[src/common/sccsel_pkg.sv]
// package for the system clock select control block
package sccsel_pkg;
  localparam logic [31:0] ADDR_CTRL0 = 32'h0000_0000;
  localparam logic [31:0] ADDR_STATUS = 32'h0000_0004;
  localparam int BIT_DRIVE = 3;
  localparam int BIT_PORT = 4;
  localparam int BIT_STOP = 5;
  localparam int BIT_WDOG = 6;
  localparam int BIT_SRC = 7;
  localparam logic [7:0] CTRL0_RESET = 8'h08;
  // status image of the reset register: main oscillator on, high drive
  localparam logic [7:0] OUTS_RESET = 8'h0a;
  localparam logic [1:0] RESP_OKAY = 2'b00;
  localparam logic [1:0] RESP_SLVERR = 2'b10;
  localparam logic [2:0] DIV_BY_8 = 3'h3;
  typedef struct packed {
    logic sysclk_source_select;
    logic wdog_action_select;
    logic main_osc_stop;
    logic subclk_port_select;
    logic subclk_drive_select;
  } sccsel_ctrl_s;
endpackage

[src/logic/sccsel_ctrl.sv]
// system clock select control register with axi4-lite slave
// Overview of operation
// - port select 1 turns sub-clock pins into the oscillator pair
// - stop bit 1 halts the main oscillator, 0 runs it
// - watchdog select 0 gives interrupt on timeout, 1 gives reset
// - once watchdog select is 1, software cannot clear it
// - source select 0 picks main oscillator, 1 picks sub-clock
// - stopping the main oscillator forces divide-by-8 clock division
// - sub-clock drive select goes to 1 on stop mode or reset
//
// The AXI4-Lite register port and the register addresses are this design's own decisions.
`timescale 1ns/100ps
`default_nettype none
module sccsel_ctrl (
  // clock and reset
  input wire logic aclk,
  input wire logic aresetn,
  // axi4-lite write
  input wire logic [31:0] s_axi_awaddr,
  input wire logic s_axi_awvalid,
  output logic s_axi_awready,
  input wire logic [31:0] s_axi_wdata,
  input wire logic [3:0] s_axi_wstrb,
  input wire logic s_axi_wvalid,
  output logic s_axi_wready,
  output logic [1:0] s_axi_bresp,
  output logic s_axi_bvalid,
  input wire logic s_axi_bready,
  // axi4-lite read
  input wire logic [31:0] s_axi_araddr,
  input wire logic s_axi_arvalid,
  output logic s_axi_arready,
  output logic [31:0] s_axi_rdata,
  output logic [1:0] s_axi_rresp,
  output logic s_axi_rvalid,
  input wire logic s_axi_rready,
  // system events
  input wire logic stop_mode_entry,
  input wire logic wdog_timeout,
  // clock control outputs
  output logic subclk_osc_enable,
  output logic main_osc_enable,
  output logic sysclk_use_sub,
  output logic subclk_high_drive,
  output logic force_div8,
  output logic [2:0] main_div_forced,
  output logic wdog_irq,
  output logic wdog_reset_req
);
  logic [7:0] ctrl_q, ctrl_d;
  logic aw_q, aw_d, w_q, w_d, bv_q, bv_d, ar_q, ar_d, rv_q, rv_d;
  logic [31:0] awaddr_q, awaddr_d, wdata_q, wdata_d, rdata_q, rdata_d;
  logic wstrb0_q, wstrb0_d;
  logic [1:0] bresp_q, bresp_d, rresp_q, rresp_d;
  logic [7:0] out_q, out_d;
  logic [2:0] div_q, div_d;
  logic awrdy_q, awrdy_d, wrdy_q, wrdy_d;
  logic do_write;

  assign do_write = aw_q && w_q && !bv_q;

  always_comb begin
    aw_d = aw_q;
    w_d = w_q;
    bv_d = bv_q;
    awaddr_d = awaddr_q;
    wdata_d = wdata_q;
    wstrb0_d = wstrb0_q;
    bresp_d = bresp_q;
    ctrl_d = ctrl_q;
    if (s_axi_awvalid && !aw_q) begin
      aw_d = 1'b1;
      awaddr_d = s_axi_awaddr;
    end
    if (s_axi_wvalid && !w_q) begin
      w_d = 1'b1;
      wdata_d = s_axi_wdata;
      wstrb0_d = s_axi_wstrb[0];
    end
    if (do_write) begin
      aw_d = 1'b0;
      w_d = 1'b0;
      bv_d = 1'b1;
      bresp_d = sccsel_pkg::RESP_OKAY;
      if (awaddr_q == sccsel_pkg::ADDR_CTRL0) begin
        if (wstrb0_q) begin
          ctrl_d = wdata_q[7:0];
          // sticky once set
          ctrl_d[sccsel_pkg::BIT_WDOG] = wdata_q[sccsel_pkg::BIT_WDOG] |
            ctrl_q[sccsel_pkg::BIT_WDOG];
        end
      end else if (awaddr_q != sccsel_pkg::ADDR_STATUS) begin
        bresp_d = sccsel_pkg::RESP_SLVERR;
      end
    end else if (bv_q && s_axi_bready) begin
      bv_d = 1'b0;
    end
    // hardware set wins over any software write in the same cycle
    if (stop_mode_entry) begin
      ctrl_d[sccsel_pkg::BIT_DRIVE] = 1'b1;
    end
    // ready copies live in their own flops so the bus sees no inverter
    awrdy_d = !aw_d;
    wrdy_d = !w_d;
  end

  always_comb begin
    ar_d = 1'b0;
    rv_d = rv_q;
    rdata_d = rdata_q;
    rresp_d = rresp_q;
    if (rv_q && s_axi_rready) begin
      rv_d = 1'b0;
    end
    if (s_axi_arvalid && !rv_q && !ar_q) begin
      ar_d = 1'b1;
      rv_d = 1'b1;
      rresp_d = sccsel_pkg::RESP_OKAY;
      rdata_d = 32'h0000_0000;
      if (s_axi_araddr == sccsel_pkg::ADDR_CTRL0) begin
        rdata_d[7:0] = ctrl_q;
      end else if (s_axi_araddr == sccsel_pkg::ADDR_STATUS) begin
        rdata_d[7:0] = out_q;
      end else begin
        rresp_d = sccsel_pkg::RESP_SLVERR;
      end
    end
  end

  always_comb begin
    out_d = 8'h00;
    out_d[0] = ctrl_d[sccsel_pkg::BIT_PORT];
    out_d[1] = !ctrl_d[sccsel_pkg::BIT_STOP];
    out_d[2] = ctrl_d[sccsel_pkg::BIT_SRC];
    out_d[3] = ctrl_d[sccsel_pkg::BIT_DRIVE];
    out_d[4] = ctrl_d[sccsel_pkg::BIT_STOP];
    // watchdog outcome routed by the action select bit
    out_d[5] = wdog_timeout && !ctrl_d[sccsel_pkg::BIT_WDOG];
    out_d[6] = wdog_timeout && ctrl_d[sccsel_pkg::BIT_WDOG];
    // divide code gets its own flop so the output has no mux behind it
    div_d = ctrl_d[sccsel_pkg::BIT_STOP] ? sccsel_pkg::DIV_BY_8 :
      3'h0;
  end

  always_ff @(posedge aclk) begin
    if (!aresetn) begin
      ctrl_q <= sccsel_pkg::CTRL0_RESET;
      aw_q <= 1'b0;
      w_q <= 1'b0;
      bv_q <= 1'b0;
      ar_q <= 1'b0;
      rv_q <= 1'b0;
      awaddr_q <= 32'h0000_0000;
      wdata_q <= 32'h0000_0000;
      wstrb0_q <= 1'b0;
      rdata_q <= 32'h0000_0000;
      bresp_q <= 2'h0;
      rresp_q <= 2'h0;
      out_q <= sccsel_pkg::OUTS_RESET;
      div_q <= 3'h0;
      awrdy_q <= 1'b1;
      wrdy_q <= 1'b1;
    end else begin
      ctrl_q <= ctrl_d;
      aw_q <= aw_d;
      w_q <= w_d;
      bv_q <= bv_d;
      ar_q <= ar_d;
      rv_q <= rv_d;
      awaddr_q <= awaddr_d;
      wdata_q <= wdata_d;
      wstrb0_q <= wstrb0_d;
      rdata_q <= rdata_d;
      bresp_q <= bresp_d;
      rresp_q <= rresp_d;
      out_q <= out_d;
      div_q <= div_d;
      awrdy_q <= awrdy_d;
      wrdy_q <= wrdy_d;
    end
  end

  assign s_axi_awready = awrdy_q;
  assign s_axi_wready = wrdy_q;
  assign s_axi_bvalid = bv_q;
  assign s_axi_bresp = bresp_q;
  assign s_axi_arready = ar_q;
  assign s_axi_rvalid = rv_q;
  assign s_axi_rdata = rdata_q;
  assign s_axi_rresp = rresp_q;
  assign subclk_osc_enable = out_q[0];
  assign main_osc_enable = out_q[1];
  assign sysclk_use_sub = out_q[2];
  assign subclk_high_drive = out_q[3];
  assign force_div8 = out_q[4];
  assign main_div_forced = div_q;
  assign wdog_irq = out_q[5];
  assign wdog_reset_req = out_q[6];

  chk_wdog_sticky: assert property (@(posedge aclk) disable iff (!aresetn)
    ctrl_q[sccsel_pkg::BIT_WDOG] |=> ctrl_q[sccsel_pkg::BIT_WDOG])
    else $error("watchdog select cleared after set");
  chk_div8_forced: assert property (@(posedge aclk) disable iff (!aresetn)
    force_div8 == !main_osc_enable && main_div_forced ==
    (force_div8 ? sccsel_pkg::DIV_BY_8 : 3'h0))
    else $error("main stopped without divide-by-8");
  chk_stop_follows: assert property (@(posedge aclk) disable iff (!aresetn)
    ##1 main_osc_enable == !$past(ctrl_d[sccsel_pkg::BIT_STOP]))
    else $error("main oscillator enable mismatch");
  chk_drive_stop: assert property (@(posedge aclk) disable iff (!aresetn)
    stop_mode_entry |=> ctrl_q[sccsel_pkg::BIT_DRIVE] &&
    subclk_high_drive)
    else $error("drive not raised on stop mode");
  chk_wdog_route: assert property (@(posedge aclk) disable iff (!aresetn)
    wdog_timeout && ctrl_q[sccsel_pkg::BIT_WDOG] |=> wdog_reset_req &&
    !wdog_irq)
    else $error("watchdog reset not routed");
  chk_wdog_irq: assert property (@(posedge aclk) disable iff (!aresetn)
    wdog_timeout && !ctrl_d[sccsel_pkg::BIT_WDOG] |=> wdog_irq)
    else $error("watchdog interrupt not routed");
  chk_port_sel: assert property (@(posedge aclk) disable iff (!aresetn)
    ##1 subclk_osc_enable == $past(ctrl_d[sccsel_pkg::BIT_PORT]))
    else $error("sub oscillator enable mismatch");
  chk_src_sel: assert property (@(posedge aclk) disable iff (!aresetn)
    ##1 sysclk_use_sub == $past(ctrl_d[sccsel_pkg::BIT_SRC]))
    else $error("clock source mismatch");
  cov_write: cover property (@(posedge aclk) s_axi_bvalid && s_axi_bready);
  cov_read: cover property (@(posedge aclk) s_axi_rvalid && s_axi_rready);
  cov_stop: cover property (@(posedge aclk) force_div8 && sysclk_use_sub);
  cov_wreset: cover property (@(posedge aclk) wdog_reset_req);
endmodule
`default_nettype wire

[config.mk]
export PLATFORM = sky130hd
export DESIGN_NAME = sccsel_ctrl
export DESIGN_NICKNAME = d
export VERILOG_FILES = /design/src/common/sccsel_pkg.sv /design/src/logic/sccsel_ctrl.sv
export SDC_FILE = /design/constraint.sdc
export NUM_CORES = 1
export LEC_CHECK = 0
export ABC_AREA = 1
export BUFFER_PORTS_ARGS = -buffer_cell sky130_fd_sc_hd__buf_4
export CAP_MARGIN = 10
export CORE_MARGIN = 4
export CORE_UTILIZATION = 25
export DETAILED_ROUTE_END_ITERATION = 8
export SETUP_SLACK_MARGIN = 0.05
export SYNTH_ARGS = -nofsm -noshare
export SYNTH_HDL_FRONTEND = slang
export SYNTH_SLANG_ARGS = --single-unit
[constraint.sdc]
create_clock -name aclk -period 2.82 [get_ports aclk]
set_input_delay 0.846 -clock aclk [delete_from_list [all_inputs] [get_ports aclk]]
set_output_delay 0.846 -clock aclk [all_outputs]
set_load 0.01 [all_outputs]
# Yosys cells after proc, flatten, opt, wreduce, memory -nomap -nowiden
# Index checks and enable logic that the tools add are counted.
dict set report word_totals {
  register_bits 79
  elab_cells 65
}
dict set report classes {
  n_eq_ne 2
  n_mux 20
  bitwise_logic 1
  reduce_logical 24
}
# operator count
set ops {}
lappend ops {{$logic_not A32 Y1} 2}
lappend ops {{$mux W8} 5}
lappend ops {{$eq A32 B3 Y1 const B} 1}
lappend ops {{$ne A32 B3 Y1 const B} 1}
lappend ops {{$logic_and A1 B1 Y1} 10}
lappend ops {{$mux W1} 10}
lappend ops {{$mux W2} 5}
lappend ops {{$logic_not A1 Y1} 9}
lappend ops {{$reduce_bool A2 Y1} 2}
lappend ops {{$reduce_and A3 Y1} 1}
lappend ops {{$or A1 B1 Y1} 1}

# Depth between registers and ports, before layout
dict set report depth {
  depth_word 6
  ltp_mapped 10
  mapped_depth_nobuf 10
}

# Least setup slack after synthesis
# No wires, ideal clock.
dict set report synth_timing {
  path_kind {input port to flip-flop}
  startpoint {in s_axi_araddr[15]}
  endpoint {reg rdata_q[0] (netlist: s_axi_rdata[0])}
  setup_ps 56
  t_arrival_ps 1604
  setup_slack_ps 1160
  stages 9
  cell_sequence {nor2_1 nand2_1 nor2_1 nand2_1 nor2_2 nand2_1 nand3_1 nand2_1 inv_1}
}
dict set report synth_via {
  elab_chain_len 3
  word_cells_on_any_way 4
  cone_classes {eq/ne (1); mux (2); reduce/logical (1)}
}
# item line
set synth_lines {}
lappend synth_lines {{start, declared} sccsel_ctrl.sv:30} ;# input wire logic [31:0] s_axi_araddr,
lappend synth_lines {{$eq A32 B3 Y1} sccsel_ctrl.sv:122} ;# end else if (s_axi_araddr == sccsel_pkg::ADDR_STATUS) begin
lappend synth_lines {{$mux W8} sccsel_ctrl.sv:122}
lappend synth_lines {{$mux W8 (*)} sccsel_ctrl.sv:120} ;# if (s_axi_araddr == sccsel_pkg::ADDR_CTRL0) begin
lappend synth_lines {{end signal, assigned} sccsel_ctrl.sv:173} ;# rdata_q <= rdata_d;
lappend synth_lines {{end, declared} sccsel_ctrl.sv:52} ;# logic [31:0] awaddr_q, awaddr_d, wdata_q, wdata_d, rdata_q, rdata_d;
# Every way passes the cells marked *; elsewhere a longest branch is shown, timed or not.
# A chain may end at the register's enable or synchronous reset.

# Final worst setup path
dict set report layout_timing {
  startpoint {in s_axi_awvalid}
  endpoint {reg awaddr_q[3]}
}
dict set report layout_via {
  elab_chain_len 1
}
# item line
set layout_lines {}
lappend layout_lines {{start, declared} sccsel_ctrl.sv:20} ;# input wire logic s_axi_awvalid,
lappend layout_lines {{$logic_and A1 B1 Y1} sccsel_ctrl.sv:71} ;# if (s_axi_awvalid && !aw_q) begin
lappend layout_lines {{end signal, assigned} sccsel_ctrl.sv:170} ;# awaddr_q <= awaddr_d;
lappend layout_lines {{end, declared} sccsel_ctrl.sv:52}
# Every way passes these cells.

==> impl_metrics.tcl <==
set metrics [dict create \
    grt_pass1_wl_um 12760 \
    setup_tns_ps 0 \
    setup_slack_ps 976.7 \
    ant_nets 0 \
    numCtsBuffers 9 \
    final_cell_mix "134 x nor2_1, 107 x buf_4, 69 x dfxtp_1" \
    setup_viol_count_final 0 \
    gp_congestion 0.7552 \
    dpl.hpwl_um 5788 \
    overflow 0 \
    rsz0062_at_grt "false" \
    drt_iter0_drc 137 \
    n_antenna_cell 0 \
    hold_violations 0 \
    powerDensity_mw_per_mm2 593.0 \
    period_needed_ps 1843 \
    slew_viol_final 0 \
    critPathLaunch "s_axi_awvalid" \
    wirelength_um 7599 \
    netlist_instances 422 \
    cts_tree "built" \
    layout_commonest_cell "nor2_1" \
    yosysWarnings 0 \
    crit_arrival_ps 2090 \
    cts_sinks 69 \
    yosys.area.top_type_share 0.4568 \
    required_ps 3070 \
    path_clk_slew_ps 60 \
    firstDrtPassIters 4 \
    dieArea_mm2 0.01392 \
    insertion_delay_ps 320 \
    num_io_pins 160 \
    drive_above_1_share 0.2557 \
    yosysUniqueCellTypes 25 \
    hold_path.class "register to register" \
    fmax_mhz 542.5 \
    first_global_vias 2730 \
    route.vias.total 2800 \
    die_w_um 118.0 \
    nets 632 \
    maxCapViolations 0 \
    initial_core_util 0.2604 \
    holdWs_ps 467.3 \
    netlist.top_cell.by_area "dfxtp_1" \
    seq_area_frac_synth 0.4568 \
    p_leak_uw 0.002011 \
    syn_area_per_cell_um2 7.166 \
    status "completed" \
    antenna_found_initial 0 \
    critPathKind "input pin to register" \
    synth_area_mm2 0.003024 \
    min_from "s_axi_bresp[1]" \
    relSlewSlack 0.3248 \
    cts_hold_buf 0 \
    coreArea_mm2 0.01161 \
    rows 39 \
    post-cts-setup-buffers 0 \
    synth_seq_cells 69 \
    yosys-top-cells-area "dfxtp_1 46%, nor2_1 17%, buf_4 7.4%, o21ai_0 7.3%, nand2_1 6.2%" \
    grt_max_degree 55 \
    fin_skew_ps 7.022 \
    crit_path_end_kind "register" \
    drc 0 \
    post_cts_resized 0 \
    max-vdd-ir-drop_uv 249.2 \
    die_y_um 118.0 \
    critPathLaunchType "input pin" \
    htree_levels 3 \
    place_area_mm2 0.003820 \
    reg2reg_from "aw_q" \
    final_area_mm2 0.004096 \
    cts_root_buffer "clkbuf_16" \
    post_drt_wl_per_cell_um 11.32 \
    cp_max_fo 33 \
    post-route-period-util 0.6536 \
    io_buffers 105 \
    max_slew.worst_pin.slew_ps 1012 \
    grt.total_usage 0.1102 \
    clockBufferDepth 2 \
    vias_per_cell 4.173 \
    pre_cts_ws_ps 638.2 \
    areaGrowthSynthToFinish_pct 35.46 \
]
==> worst paths after layout <==
kind                    end  slack (ps)  depth (start not counted)
max             awaddr_q[3]         980                          6
min          s_axi_bresp[1]         470                          2
max reg2reg     awaddr_q[3]        1280                          4
min reg2reg  s_axi_bresp[1]         470                          2
==> critical path, stage by stage <==
cell and delay, ps:
buf_4 110, inv_1 40, nor2_1 40, inv_1 730, o21ai_0 170, a21oi_1 140
==> cell type report <==
class,count,area [um2]
Clock buffer,9,225.2
Clock inverter,7,51.30
Fill cell,1234,7517
Inverter,29,108.9
Multi-Input combinational cell,307,1348
Sequential cell,69,1381
Tap cell,143,178.9
Timing Repair Buffer,107,803.3
==> routing by layer <==
metal / track usage / vias to the layer above / part of all wire
li1: - / 1470 / -
met3: 0.05622 / 7 / 0.11
met4: 0.02418 / 0 / 0.0078
met2: 0.1829 / 116 / 0.45
met1: 0.1270 / 1207 / 0.43
met5: 0 / - / 0
==> synthesized netlist by cell type <==
| master | n |
|---|---|
| a21oi_1 | 12 |
| buf_1 | 3 |
| buf_2 | 2 |
| buf_4 | 30 |
| buf_6 | 1 |
| clkbuf_1 | 7 |
| clkinv_1 | 1 |
| conb_1 | 1 |
| dfxtp_1 | 69 |
| inv_1 | 28 |
| nand2_1 | 50 |
| nand2_2 | 3 |
| nand2_4 | 1 |
| nand3_1 | 19 |
| nand3_2 | 2 |
| nand3b_1 | 1 |
| nand4_1 | 1 |
| nor2_1 | 134 |
| nor2_2 | 3 |
| nor2_4 | 1 |
| nor2_8 | 1 |
| nor3_4 | 1 |
| o21a_1 | 6 |
| o21ai_0 | 44 |
| o21ai_1 | 1 |
==> sequential cells by signal (all words and copies together) (netlist names), named ones only <==
signal / cells
s_axi_rvalid: 1
s_axi_arready: 1
w_q: 1
wstrb0_q: 1
s_axi_wready: 1
wdata_q: 8
s_axi_rresp: 1
s_axi_rdata: 8
ctrl_q: 6
aw_q: 1
out_q: 4
s_axi_bresp: 1
s_axi_awready: 1
awaddr_q: 32
s_axi_bvalid: 1
==> stage by stage <==
step,cells,total power (uW),utilization
2_1_floorplan,448,1299,-
3_3_place_gp,655,1415,0.3289
3_5_place_dp,655,1423,0.3289
4_1_cts,671,2470,0.3527
5_1_grt,671,2559,0.3527
6_report,671,2429,0.3527
==> cells by family (layout without fill, tap and decap cells) <==
family / count (synthesis) / count (layout) / synth area share
buffers and inverters: 72 / 152 / 0.1299
other: 1 / 27 / 0.001240
DFF: 69 / 69 / 0.4568
and+or+nand+nor: 217 / 217 / 0.3029
AOI/OAI and AO/OA: 63 / 63 / 0.1092
==> power breakdown <==
part           switching, uW  total (uW)  internal, uW
Combinational            170         323           153
Sequential              32.9        1080          1040
Clock                    433        1030           597
Total                    636        2430          1790
(Power assumes the default switching activity.)
